File: config.mk
export PLATFORM = sky130hd
export DESIGN_NAME = icc_top
export DESIGN_NICKNAME = d
export VERILOG_FILES = /design/src/icc_top.v /design/src/icc_edge.v
export VERILOG_INCLUDE_DIRS = /design/src
export SDC_FILE = /design/constraint.sdc
export NUM_CORES = 1
export LEC_CHECK = 0
export BUFFER_PORTS_ARGS = -buffer_cell sky130_fd_sc_hd__buf_2
export CORE_ASPECT_RATIO = 1.1
export CORE_MARGIN = 3
export CORE_UTILIZATION = 30
export CTS_CLUSTER_SIZE = 8
export DETAILED_ROUTE_END_ITERATION = 8
export GPL_TIMING_DRIVEN = 0
export PLACE_DENSITY = 0.54
export SETUP_SLACK_MARGIN = 0.5
export SKIP_LAST_GASP = 1
export SYNTH_ARGS = -nofsm -noshare
export SYNTH_HDL_FRONTEND = slang
export SYNTH_HIERARCHICAL = 1
export SYNTH_SLANG_ARGS = --single-unit
File: constraint.sdc
create_clock -name clk_in -period 2.9 [get_ports clk_in]
set_input_delay 0.87 -clock clk_in [delete_from_list [all_inputs] [get_ports clk_in]]
set_output_delay 0.87 -clock clk_in [all_outputs]
set_load 0.01 [all_outputs]
File: src/icc_defines.vh
// constants shared by the input capture channel block
`ifndef ICC_DEFINES_VH
`define ICC_DEFINES_VH

// ----------------------------------------------------------------
// register indices (byte address is four times the index)
// ----------------------------------------------------------------
`define ICC_IDX_FIFO_CH1  10'h140
`define ICC_IDX_CTRL_CH1  10'h142
`define ICC_IDX_FIFO_CH2  10'h144
`define ICC_IDX_CTRL_CH2  10'h146
`define ICC_IDX_FIFO_CH7  10'h158
`define ICC_IDX_CTRL_CH7  10'h15a
`define ICC_IDX_FIFO_CH8  10'h15c
`define ICC_IDX_CTRL_CH8  10'h15e
`define ICC_IDX_IRQ_FLAG  10'h160
`define ICC_IDX_IRQ_EN    10'h162

// ----------------------------------------------------------------
// control register fields
// ----------------------------------------------------------------
`define ICC_F_MODE        2:0
`define ICC_F_BNE         3
`define ICC_F_OV          4
`define ICC_F_ICNT        6:5
`define ICC_F_TSEL        7
`define ICC_F_SIDL        13
`define ICC_CTRL_RST      16'h0000
`define ICC_MODE_RST      3'h0
`define ICC_ICNT_RST      2'h0
`define ICC_TSEL_RST      1'b0
`define ICC_SIDL_RST      1'b0

// ----------------------------------------------------------------
// capture modes
// ----------------------------------------------------------------
`define ICC_M_OFF         3'h0
`define ICC_M_BOTH        3'h1
`define ICC_M_FALL        3'h2
`define ICC_M_RISE        3'h3
`define ICC_M_RISE4       3'h4
`define ICC_M_RISE16      3'h5
`define ICC_M_IRQ_ONLY    3'h7

// ----------------------------------------------------------------
// counts and bus answers
// ----------------------------------------------------------------
`define ICC_PRE4_LAST     4'h3
`define ICC_PRE16_LAST    4'hf
`define ICC_FIFO_DEPTH    3'h4
`define ICC_RESP_OKAY     2'h0
`define ICC_RESP_SLVERR   2'h2

`endif

File: src/icc_top.v
// four-channel input capture block with an AXI4-Lite register slave
//
// The AXI4-Lite register port is this design's own decision.
`timescale 1ns/1ns
`default_nettype none
`include "icc_defines.vh"

module icc_top (
	// clock and reset
	input  wire        clk_in,
	input  wire        resetn_in,
	// axi4-lite write address and data
	input  wire        s_axi_awvalid_in,
	output wire        s_axi_awready_out,
	input  wire [11:0] s_axi_awaddr_in,
	input  wire        s_axi_wvalid_in,
	output wire        s_axi_wready_out,
	input  wire [31:0] s_axi_wdata_in,
	input  wire [3:0]  s_axi_wstrb_in,
	// axi4-lite write response
	output wire        s_axi_bvalid_out,
	input  wire        s_axi_bready_in,
	output wire [1:0]  s_axi_bresp_out,
	// axi4-lite read
	input  wire        s_axi_arvalid_in,
	output wire        s_axi_arready_out,
	input  wire [11:0] s_axi_araddr_in,
	output wire        s_axi_rvalid_out,
	input  wire        s_axi_rready_in,
	output wire [31:0] s_axi_rdata_out,
	output wire [1:0]  s_axi_rresp_out,
	// capture pins, channels 1, 2, 7, 8
	input  wire [3:0]  cap_pin_in,
	// timebases
	input  wire [15:0] timebase_a_count_in,
	input  wire [15:0] timebase_b_count_in,
	input  wire        timebase_a_run_in,
	input  wire        timebase_b_run_in,
	// power state
	input  wire        sleep_in,
	input  wire        idle_in,
	// interrupts and wake-up
	output wire [3:0]  capture_irq_flag_out,
	output wire [3:0]  capture_irq_out,
	output wire        wake_out
);

	// ----------------------------------------------------------------
	// bus slave state
	// ----------------------------------------------------------------
	reg        awready_q;
	reg        wready_q;
	reg        bvalid_q;
	reg [1:0]  bresp_q;
	reg [9:0]  wr_idx_q;
	reg [15:0] wdata_q;
	reg [1:0]  wstrb_q;
	reg        arready_q;
	reg        rvalid_q;
	reg [31:0] rdata_q;
	reg [1:0]  rresp_q;
	reg [3:0]  irq_en_q;
	reg        wake_q;

	wire       aw_take = s_axi_awvalid_in & awready_q;
	wire       w_take  = s_axi_wvalid_in & wready_q;
	wire       ar_take = s_axi_arvalid_in & arready_q;
	wire       wr_go   = ~awready_q & ~wready_q & ~bvalid_q;
	wire [9:0] rd_idx  = s_axi_araddr_in[11:2];

	// per-channel views driven from the generate loop
	wire [3:0]  rise_w;
	wire [3:0]  fall_w;
	wire [3:0]  flag_w;
	wire [3:0]  wake_w;
	wire [63:0] ctrl_rd_w;
	wire [63:0] head_w;

	// ----------------------------------------------------------------
	// write and read decode
	// ----------------------------------------------------------------
	reg [3:0] ctrl_we;
	reg [3:0] pop;
	reg       flag_we;
	reg       en_we;
	reg       wr_hit;
	reg [31:0] rd_mux;
	reg       rd_hit;

	always @* begin
		ctrl_we = 4'h0;
		flag_we = 1'b0;
		en_we   = 1'b0;
		wr_hit  = 1'b1;
		case (wr_idx_q)
			`ICC_IDX_CTRL_CH1: ctrl_we[0] = wr_go;
			`ICC_IDX_CTRL_CH2: ctrl_we[1] = wr_go;
			`ICC_IDX_CTRL_CH7: ctrl_we[2] = wr_go;
			`ICC_IDX_CTRL_CH8: ctrl_we[3] = wr_go;
			`ICC_IDX_IRQ_FLAG: flag_we    = wr_go;
			`ICC_IDX_IRQ_EN:   en_we      = wr_go;
			// buffers are read-only: writes are dropped with OKAY
			`ICC_IDX_FIFO_CH1, `ICC_IDX_FIFO_CH2,
			`ICC_IDX_FIFO_CH7, `ICC_IDX_FIFO_CH8: wr_hit = 1'b1;
			default: wr_hit = 1'b0;
		endcase
	end

	always @* begin
		pop    = 4'h0;
		rd_hit = 1'b1;
		rd_mux = 32'h0000_0000;
		case (rd_idx)
			`ICC_IDX_FIFO_CH1: begin
				rd_mux = {16'h0000, head_w[15:0]};
				pop[0] = ar_take;
			end
			`ICC_IDX_FIFO_CH2: begin
				rd_mux = {16'h0000, head_w[31:16]};
				pop[1] = ar_take;
			end
			`ICC_IDX_FIFO_CH7: begin
				rd_mux = {16'h0000, head_w[47:32]};
				pop[2] = ar_take;
			end
			`ICC_IDX_FIFO_CH8: begin
				rd_mux = {16'h0000, head_w[63:48]};
				pop[3] = ar_take;
			end
			`ICC_IDX_CTRL_CH1: rd_mux = {16'h0000, ctrl_rd_w[15:0]};
			`ICC_IDX_CTRL_CH2: rd_mux = {16'h0000, ctrl_rd_w[31:16]};
			`ICC_IDX_CTRL_CH7: rd_mux = {16'h0000, ctrl_rd_w[47:32]};
			`ICC_IDX_CTRL_CH8: rd_mux = {16'h0000, ctrl_rd_w[63:48]};
			`ICC_IDX_IRQ_FLAG: rd_mux = {28'h000_0000, flag_w};
			`ICC_IDX_IRQ_EN:   rd_mux = {28'h000_0000, irq_en_q};
			default:           rd_hit = 1'b0;
		endcase
	end

	// ----------------------------------------------------------------
	// axi4-lite handshakes
	// ----------------------------------------------------------------
	always @(posedge clk_in or negedge resetn_in) begin
		if (!resetn_in) begin
			awready_q <= 1'b1;
			wready_q  <= 1'b1;
			bvalid_q  <= 1'b0;
			bresp_q   <= `ICC_RESP_OKAY;
			wr_idx_q  <= 10'h000;
			wdata_q   <= 16'h0000;
			wstrb_q   <= 2'h0;
			arready_q <= 1'b1;
			rvalid_q  <= 1'b0;
			rdata_q   <= 32'h0000_0000;
			rresp_q   <= `ICC_RESP_OKAY;
			irq_en_q  <= 4'h0;
			wake_q    <= 1'b0;
		end else begin
			if (aw_take) begin
				wr_idx_q  <= s_axi_awaddr_in[11:2];
				awready_q <= 1'b0;
			end
			if (w_take) begin
				wdata_q  <= s_axi_wdata_in[15:0];
				wstrb_q  <= s_axi_wstrb_in[1:0];
				wready_q <= 1'b0;
			end
			if (wr_go) begin
				bvalid_q <= 1'b1;
				bresp_q  <= wr_hit ? `ICC_RESP_OKAY : `ICC_RESP_SLVERR;
			end
			if (bvalid_q & s_axi_bready_in) begin
				bvalid_q  <= 1'b0;
				awready_q <= 1'b1;
				wready_q  <= 1'b1;
			end
			if (ar_take) begin
				arready_q <= 1'b0;
				rvalid_q  <= 1'b1;
				rdata_q   <= rd_mux;
				rresp_q   <= rd_hit ? `ICC_RESP_OKAY : `ICC_RESP_SLVERR;
			end
			if (rvalid_q & s_axi_rready_in) begin
				rvalid_q  <= 1'b0;
				arready_q <= 1'b1;
			end
			if (en_we & wstrb_q[0]) begin
				irq_en_q <= wdata_q[3:0];
			end
			wake_q <= |wake_w;
		end
	end

	assign s_axi_awready_out = awready_q;
	assign s_axi_wready_out  = wready_q;
	assign s_axi_bvalid_out  = bvalid_q;
	assign s_axi_bresp_out   = bresp_q;
	assign s_axi_arready_out = arready_q;
	assign s_axi_rvalid_out  = rvalid_q;
	assign s_axi_rdata_out   = rdata_q;
	assign s_axi_rresp_out   = rresp_q;
	assign wake_out          = wake_q;
	assign capture_irq_flag_out = flag_w;

	// ----------------------------------------------------------------
	// capture channels
	// ----------------------------------------------------------------
	genvar c;
	generate
		for (c = 0; c < 4; c = c + 1) begin : gen_ch
			reg [2:0]  mode_q;
			reg [1:0]  icnt_q;
			reg        tsel_q;
			reg        sidl_q;
			reg        ov_q;
			reg        lock_q;
			reg [2:0]  cnt_q;
			reg [3:0]  pre_q;
			reg [1:0]  evc_q;
			reg        flag_q;
			reg        irq_q;
			reg [15:0] mem_q [0:3];
			integer    i;

			wire tb_run = tsel_q ? timebase_a_run_in : timebase_b_run_in;
			// full function needs an awake cpu, or in idle a running timebase with sidl_q clear
			wire full_ok = ~sleep_in & ~(idle_in & (~tb_run | sidl_q));
			wire [15:0] tb_val = tsel_q ? timebase_a_count_in
			                            : timebase_b_count_in;
			wire pre_cnt = (mode_q == `ICC_M_RISE4) | (mode_q == `ICC_M_RISE16);
			wire [3:0] pre_last = (mode_q == `ICC_M_RISE4) ? `ICC_PRE4_LAST
			                                               : `ICC_PRE16_LAST;
			reg  edge_hit;
			wire cap_evt  = full_ok & edge_hit;
			// mode 111 is a pin interrupt only and never stores a count
			wire pin_evt  = (mode_q == `ICC_M_IRQ_ONLY) & rise_w[c];
			wire do_pop   = pop[c] & (cnt_q != 3'h0);
			wire full     = (cnt_q == `ICC_FIFO_DEPTH);
			wire store    = cap_evt & ~lock_q & (~full | do_pop);
			wire ov_evt   = cap_evt & ~lock_q & full & ~do_pop &
			                (mode_q != `ICC_M_BOTH);
			wire [1:0] wr_pos = do_pop ? cnt_q[1:0] - 2'h1 : cnt_q[1:0];
			wire evc_done = (evc_q == icnt_q);
			wire irq_evt  = pin_evt | (cap_evt &
			                ((mode_q == `ICC_M_BOTH) | evc_done));
			wire ctrl_b0  = ctrl_we[c] & wstrb_q[0];
			wire ctrl_b1  = ctrl_we[c] & wstrb_q[1];
			wire flag_clr = flag_we & wstrb_q[0] & wdata_q[c];

			always @* begin
				edge_hit = 1'b0;
				case (mode_q)
					`ICC_M_BOTH:   edge_hit = rise_w[c] | fall_w[c];
					`ICC_M_FALL:   edge_hit = fall_w[c];
					`ICC_M_RISE:   edge_hit = rise_w[c];
					`ICC_M_RISE4:  edge_hit = rise_w[c] & (pre_q == pre_last);
					`ICC_M_RISE16: edge_hit = rise_w[c] & (pre_q == pre_last);
					default:       edge_hit = 1'b0;
				endcase
			end

			icc_edge u_edge (
				.clk_in    (clk_in),
				.resetn_in (resetn_in),
				.pin_in    (cap_pin_in[c]),
				.rise_out  (rise_w[c]),
				.fall_out  (fall_w[c])
			);

			always @(posedge clk_in or negedge resetn_in) begin
				if (!resetn_in) begin
					mode_q <= `ICC_MODE_RST;
					icnt_q <= `ICC_ICNT_RST;
					tsel_q <= `ICC_TSEL_RST;
					sidl_q <= `ICC_SIDL_RST;
					ov_q   <= 1'b0;
					lock_q <= 1'b0;
					cnt_q  <= 3'h0;
					pre_q  <= 4'h0;
					evc_q  <= 2'h0;
					flag_q <= 1'b0;
					irq_q  <= 1'b0;
					for (i = 0; i < 4; i = i + 1) begin
						mem_q[i] <= 16'h0000;
					end
				end else begin
					if (ctrl_b0) begin
						mode_q <= wdata_q[`ICC_F_MODE];
						icnt_q <= wdata_q[`ICC_F_ICNT];
						tsel_q <= wdata_q[`ICC_F_TSEL];
					end
					if (ctrl_b1) begin
						sidl_q <= wdata_q[`ICC_F_SIDL];
					end
					// prescaler and event count restart while off
					if (mode_q == `ICC_M_OFF) begin
						pre_q <= 4'h0;
						evc_q <= 2'h0;
					end else begin
						if (pre_cnt & full_ok & rise_w[c]) begin
							pre_q <= (pre_q == pre_last) ? 4'h0 : pre_q + 4'h1;
						end
						if (cap_evt & (mode_q != `ICC_M_BOTH)) begin
							evc_q <= evc_done ? 2'h0 : evc_q + 2'h1;
						end
					end
					// shift forward, then append behind the survivors
					if (do_pop) begin
						for (i = 0; i < 3; i = i + 1) begin
							mem_q[i] <= mem_q[i + 1];
						end
					end
					if (store) begin
						mem_q[wr_pos] <= tb_val;
					end
					if (store & ~do_pop) begin
						cnt_q <= cnt_q + 3'h1;
					end else if (do_pop & ~store) begin
						cnt_q <= cnt_q - 3'h1;
					end
					// set wins over a clear written in the same cycle
					if (ov_evt) begin
						ov_q   <= 1'b1;
						lock_q <= 1'b1;
					end else begin
						if (ctrl_b0 & ~wdata_q[`ICC_F_OV]) begin
							ov_q <= 1'b0;
						end
						if (do_pop & (cnt_q == 3'h1)) begin
							lock_q <= 1'b0;
						end
					end
					if (irq_evt) begin
						flag_q <= 1'b1;
					end else if (flag_clr) begin
						flag_q <= 1'b0;
					end
					irq_q <= (flag_q | irq_evt) & irq_en_q[c];
				end
			end

			assign flag_w[c] = flag_q;
			assign capture_irq_out[c] = irq_q;
			assign wake_w[c] = pin_evt & irq_en_q[c] & (sleep_in | idle_in);
			assign head_w[16*c +: 16] = mem_q[0];
			assign ctrl_rd_w[16*c +: 16] = {2'h0, sidl_q, 5'h00, tsel_q, icnt_q,
			                                ov_q, (cnt_q != 3'h0), mode_q};
		end
	endgenerate

endmodule

`default_nettype wire

File: src/icc_edge.v
// pin synchroniser with rising and falling edge pulses
`timescale 1ns/1ns
`default_nettype none

module icc_edge (
	// clock and reset
	input  wire clk_in,
	input  wire resetn_in,
	// pin and edge pulses
	input  wire pin_in,
	output wire rise_out,
	output wire fall_out
);

	reg sync1_q;
	reg sync2_q;
	reg last_q;

	// only sync2_q and last_q feed the edge logic
	always @(posedge clk_in or negedge resetn_in) begin
		if (!resetn_in) begin
			sync1_q <= 1'b0;
			sync2_q <= 1'b0;
			last_q  <= 1'b0;
		end else begin
			sync1_q <= pin_in;
			sync2_q <= sync1_q;
			last_q  <= sync2_q;
		end
	end

	assign rise_out = sync2_q & ~last_q;
	assign fall_out = ~sync2_q & last_q;

endmodule

`default_nettype wire

==> results of run 1 <==
==> cells in the mapped netlist (6+ instances only) <==
cell / n / area (µm²)
mux2_2: 44 / 495.5
mux2i_1: 486 / 4865
ha_1: 24 / 300.3
and3_1: 17 / 106.4
or3_1: 11 / 68.82
nor3_1: 31 / 155.2
o21ai_2: 8 / 70.07
nor2_1: 49 / 183.9
a21boi_0: 8 / 60.06
xnor2_1: 7 / 61.31
buf_4: 32 / 240.2
a222oi_1: 9 / 90.09
inv_1: 49 / 183.9
a311oi_1: 7 / 61.31
nand2_1: 133 / 499.2
xor2_1: 17 / 148.9
a21oi_1: 28 / 140.1
a22oi_1: 8 / 60.06
nand3_1: 33 / 165.2
and2_1: 6 / 37.54
nor4_1: 6 / 37.54
clkbuf_1: 48 / 180.2
dfrtp_1: 394 / 9859
nand4_1: 6 / 37.54
nor2b_1: 18 / 112.6
a31oi_1: 8 / 50.05
buf_2: 29 / 145.1
nand2b_1: 14 / 87.58
o31ai_1: 6 / 45.04
o21a_1: 8 / 60.06
nand3b_1: 6 / 45.04
o21ai_0: 108 / 540.5
==> through the flow <==
step / area (µm²) / utilization, % / hold WS [ns]
CTS: 24590 / 36.97 / 0.2733
global route: 25360 / 38.12 / 0.2955
finish: 25360 / 38.12 / 0.2499
global placement: 22340 / 33.58 / 0.3396
detailed placement: 22430 / 33.72 / 0.3477
floorplan: 20720 / - / 0.3312
==> cells by family (layout without fill, tap and decap cells) <==
group	after synthesis	in the layout	synth area share, %
muxes	534	534	26.96
DFF	397	397	49.16
and+or+nand+nor	361	361	9.067
AOI/OAI and AO/OA	249	249	8.095
buffers and inverters	169	426	4.177
adders and majority gates	24	24	1.485
xor gates and xnor gates	24	24	1.040
other	1	23	0.01855
==> power groups by stage <==
stage / Clock (mW) / Combinational [mW] / Sequential, mW
after floorplan: 0 / 0.855 / 6.19
after global routing: 6.21 / 1.64 / 6.29
after detailed placement: 0 / 1.38 / 6.32
final: 5.86 / 1.48 / 6.24
after global placement: 0 / 1.33 / 6.31
after CTS: 5.99 / 1.42 / 6.23
==> per-layer routing <==
metal,track usage [%],routed length (µm)
met5,0,0
met4,5.162,1593
met3,1.879,1822
met2,29.61,31330
met1,21.71,26200
==> worst register-to-register path, stage by stage (launching register included) <==
cell and delay (ns):
dfrtp_1 0.37, buf_6 0.11, or3_1 0.33, a2111o_1 0.38, a211o_4 0.38, buf_6 0.14
a2111o_2 0.48, clkbuf_8 0.22, nand2_1 0.06, o21ai_1 0.05
==> final cells by class <==
| type | count | area, µm² |
|---|---|---|
| clock inverter | 2 | 50.05 |
| inverter | 49 | 187.7 |
| multi-input combinational | 1210 | 10050 |
| timing repair buffer | 190 | 1496 |
| sequential | 397 | 9943 |
| antenna | 5 | 12.51 |
| tap | 858 | 1074 |
| buffer | 120 | 1102 |
| clock buffer | 65 | 1445 |
| fill | 6361 | 41160 |
==> worst max path at each step <==
stage | endpoint | start | cells past startpoint | slack (ns)
after global routing | flip-flop | gen_ch[1].mode_q[0] | 9 | 0.20
after floorplan | gen_ch[3].mem_q[38] | s_axi_araddr_in[11] | 9 | 0.19
after global placement | async pin | resetn_in | 1 | -7.03
after detailed placement | s_axi_rdata_out[14] | s_axi_araddr_in[3] | 6 | -0.68
after CTS | flip-flop | gen_ch[1].mode_q[0] | 9 | 0.26
final | flip-flop | gen_ch[1].mode_q[0] | 9 | 0.26
==> repair_timing <==
item | in CTS | in global routing
hold endpoints to repair | 0 | 0
setup endpoints to repair | 312 | 259
resized for setup | 93 | 121
pin swaps | 26 | 22
cloned | 4 | 6
buffers inserted | 38 | 30
==> qor.txt, run 1 <==
Critical Path RT = 3.36 ns
antenna violation net count after detailed routing = 0
H-tree lvl count = 2
Pre-antenna DRT Iters = 5
routed via count = 14600
final setup fails = 0
clk_skew = 0.01789 ns
reg-to-reg setup timing slack = 0.26 ns
WL per Instance = 21.05 µm
number of synthesized register bits = 397
DRT iter0 DRCs = 1076
Post-synth top flop = dfrtp_1
DP HPWL = 43.03 mm
synthesized instance count = 1759
Die Area = 0.07054 mm²
pre-CTS WS = -0.6821 ns
Worst-Margin Slew = 0.9250 ns
IO Pins = 157
Remaining DRCs = 0
worst-case clock buffer depth = 3
Remaining Overflow, GRT = 0
Worst Path Arrival = 3.10 ns
combinational share of power = 10.9%
family with the most delay on the worst path = compound AO/OA/AOI/OAI gates
reg2reg start = gen_ch[1].mode_q[0]
commonest non-fill, non-tap cell in the layout = mux2i_1
largest net degree at the start of global routing = 118
hold buffer count at CTS = 0
Initial Util = 30.39%
CTS sink count = 397
worst skew pair latency = 0.59 ns
Yosys cell types = 77
worst stage delay on the critical path = 0.48 ns
GPL Wtd Cong = 0.8629
Psw = 3.638 mW
Tcrit/Tclk final = 90.92%
number of synthesized flops with an enable pin = 0
run status = complete, no violations
Mapped Avg Cell Area = 11.49 µm²
cell area power density = 535.6 mW/mm²
relative slew slack = 37.86%
GRT Util Overall = 16.84%
setup repair after global routing missed its margin = true
Lkg Pwr = 11.63 nW
Final #Nets = 2154
Max VDD drop = 0.0004548 V
Fin Setup TNS = 0 ns
R2R cell count = 9
most frequent cells in the layout = 482 x mux2i_1, 390 x dfrtp_1, 124 x nand2_1
max-slew violations = 0
Die Span Y = 278.3 µm
clock share of power = 43.1%
Hold/Removal Path Class = input pin to async pin
Int Pwr = 9.945 mW
crit-path most repeated cell = buf_6
share of layout cells above drive strength 1 = 24.89%
crit path capture type = flip-flop
PnR worst setup slack = 0.2632 ns
mapped cell area = 0.02022 mm²
Crit Path Category = flip-flop to flip-flop
Clk pin slew, worst setup/hold paths = 0.05 ns
vias in the first global route = 14860
initial antenna violation count = 7
ys async rst share = 100.0%
crit path max fanout = 7
Finished Layout Cells = 2896
number of max-cap violations = 0
Die X = 253.5 µm
global-route wire length before repair = 91.63 mm
PortBufs = 109
critical-path cell list = buf_6 -> or3_1 -> a2111o_1 -> a211o_4 -> buf_6 -> a2111o_2 -> clkbuf_8 -> nand2_1 -> o21ai_1
Startpoint Class = flip-flop
Tot Pwr = 13.58 mW
f_max = 379.2 MHz
buffers and inverters on the worst path = 3
Seq/Total Area, Yosys = 49.16%
WL final = 60.95 mm
clock root buffer = clkbuf_16
Row Count = 99
CTS buffer count = 55
Hold Vio Cnt, Final = 0
sequential share of power = 46.0%
crit path time final = 2.637 ns
TritonCTS clock tree = done
post-placement cell count = 2746
Worst path slowest cell = a2111o_2
switch share = 26.79%
core area = 0.06652 mm²
yosys warns = 6
vias per inst = 5.041
Synth-to-Final Area Change = 25.43%
Note: power is estimated with default switching activity, not from simulation.
==> run 2, diff against run 1 <==
Settings changed: CORE_MARGIN 3 to unset.
==> qor.txt, run 2 (same netlist as run 1, synthesis figures left out) <==
run status = complete, no violations
crit path max fanout = 7
multi-input logic area = 0.01017 mm²
f_max = 385.3 MHz
Hold Vio Cnt, Final = 0
IO Pins = 157
pre-CTS WS = -0.7153 ns
Worst Path Arrival = 3.05 ns
WL per Instance = 20.83 µm
H-tree lvl count = 2
largest net degree at the start of global routing = 117
hold buffer count at CTS = 0
global-route wire length before repair = 92.48 mm
number of fill cells in the layout = 6302
commonest non-fill, non-tap cell in the layout = mux2i_1
Startpoint Class = input pin
PnR worst setup slack = 0.3047 ns
final setup fails = 0
clock share of power = 43.1%
worst-case clock buffer depth = 3
clock root buffer = clkbuf_16
Remaining Overflow, GRT = 0
GRT Util Overall = 17.45%
placed instance area = 0.02243 mm²
share of layout cells above drive strength 1 = 26.23%
Remaining DRCs = 0
final instance area = 0.02544 mm²
clk_skew = 0.01020 ns
relative slew slack = 32.09%
Crit Path Category = input pin to flip-flop
Hold Slack = 0.3478 ns
crit path time final = 2.595 ns
Synth-to-Final Area Change = 25.84%
crit path capture type = flip-flop
number of max-cap violations = 0
Die Span Y = 274.3 µm
CTS sink count = 397
initial antenna violation count = 3
Die Area = 0.06843 mm²
sequential share of power = 46.0%
setup repair after global routing missed its margin = true
Int Pwr = 9.955 mW
most frequent cells in the layout = 483 x mux2i_1, 390 x dfrtp_1, 114 x nand2_1
DP HPWL = 43.00 mm
Critical Path RT = 3.36 ns
PortBufs = 109
switch share = 26.65%
Worst-Margin Slew = 1.011 ns
TritonCTS clock tree = done
Initial Util = 30.39%
Max VDD drop = 0.0004868 V
Die X = 249.5 µm
Row Count = 99
Fin Setup TNS = 0 ns
Pre-antenna DRT Iters = 6
register area = 0.009943 mm²
max-slew violations = 0
GPL Wtd Cong = 0.8603
core area = 0.06652 mm²
Final #Nets = 2160
routed via count = 14740
cell area power density = 533.5 mW/mm²
Lkg Pwr = 11.67 nW
Clk pin slew, worst setup/hold paths = 0.05 ns
antenna violation net count after detailed routing = 0
combinational share of power = 11.0%
vias in the first global route = 15290
CTS buffer count = 55
vias per inst = 5.083
DRT iter0 DRCs = 1031
Psw = 3.616 mW
Hold/Removal Path Class = input pin to async pin
WL final = 60.37 mm
Final Core Density = 38.25%
Tcrit/Tclk final = 89.49%
worst skew pair latency = 0.59 ns
[run 2: cell count changes in the layout (fill, tap and decap cells not counted), sizes merged]
cell    previous run  this run
buf              268       279
clkbuf           107       103
diode              5         1
[run 2: worst paths after layout]
path | start | to | slack (ns) | cells past startpoint
worst min-delay path | resetn_in | wr_idx_q[8] | 0.35 | 1
worst max-delay path | s_axi_araddr_in[3] | flip-flop | 0.30 | 9
max in group asynchronous | resetn_in | async pin | 1.12 | 3
worst min register to register | gen_ch[0].u_edge/sync1_q | gen_ch[0].u_edge/sync2_q | 0.35 | 0
worst max register to register | gen_ch[1].mode_q[0] | gen_ch[1].mem_q[61] | 0.34 | 9
min in group clk_in | gen_ch[0].u_edge/sync1_q | gen_ch[0].u_edge/sync2_q | 0.35 | 0
[run 2: through the flow]
stage | std cells | power, mW
detailed placement | 2746 | 7.699
finish | 2899 | 13.57
global route | 2899 | 14.13
floorplan | 1776 | 7.041
CTS | 2869 | 13.68
global placement | 2743 | 7.643
[run 2: power by group through the flow]
| stage | Clock (mW) | Sequential, mW | Combinational, mW |
|---|---|---|---|
| finish | 5.85 | 6.24 | 1.49 |
| global route | 6.22 | 6.28 | 1.63 |
| CTS | 6.00 | 6.23 | 1.45 |
| detailed placement | 0 | 6.32 | 1.38 |
| global placement | 0 | 6.31 | 1.33 |
| floorplan | 0 | 6.19 | 0.855 |
[run 2: area by class of cell]
cell class	count	share of cell area (%)
antenna	1	0.009836
buffer	120	4.126
clock buffer	66	5.695
multi-input combinational	1210	39.98
sequential	397	39.08
timing repair buffer	196	5.951
inverter	49	0.7377
tap	858	4.220
clock inverter	2	0.1967
[run 2: worst max-delay path, stage by stage]
cell and delay (ns):
buf_12 0.11, nor4b_4 0.27, buf_4 0.18, nand4_1 0.11
or4b_1 0.53, a2111o_2 0.65, buf_8 0.22, nand2_2 0.06
o21ai_2 0.05
[run 2: what timing repair did]
item / 4_1_cts / 5_1_grt
pin swaps: 33 / 27
gates resized for setup: 101 / 136
endpoints found under the setup margin: 311 / 280
cloned: 6 / 2
setup buffers: 49 / 27
[run 2: routing by layer]
metal / vias to the layer above / routed length [µm] / GRT usage, % / share of wire (%)
li1: 6839 / - / - / -
met4: 0 / 1915 / 5.815 / 3.2
met3: 94 / 1941 / 1.832 / 3.2
met5: - / 0 / 0 / 0
met1: 7505 / 26050 / 22.25 / 43
met2: 299 / 30470 / 30.79 / 50
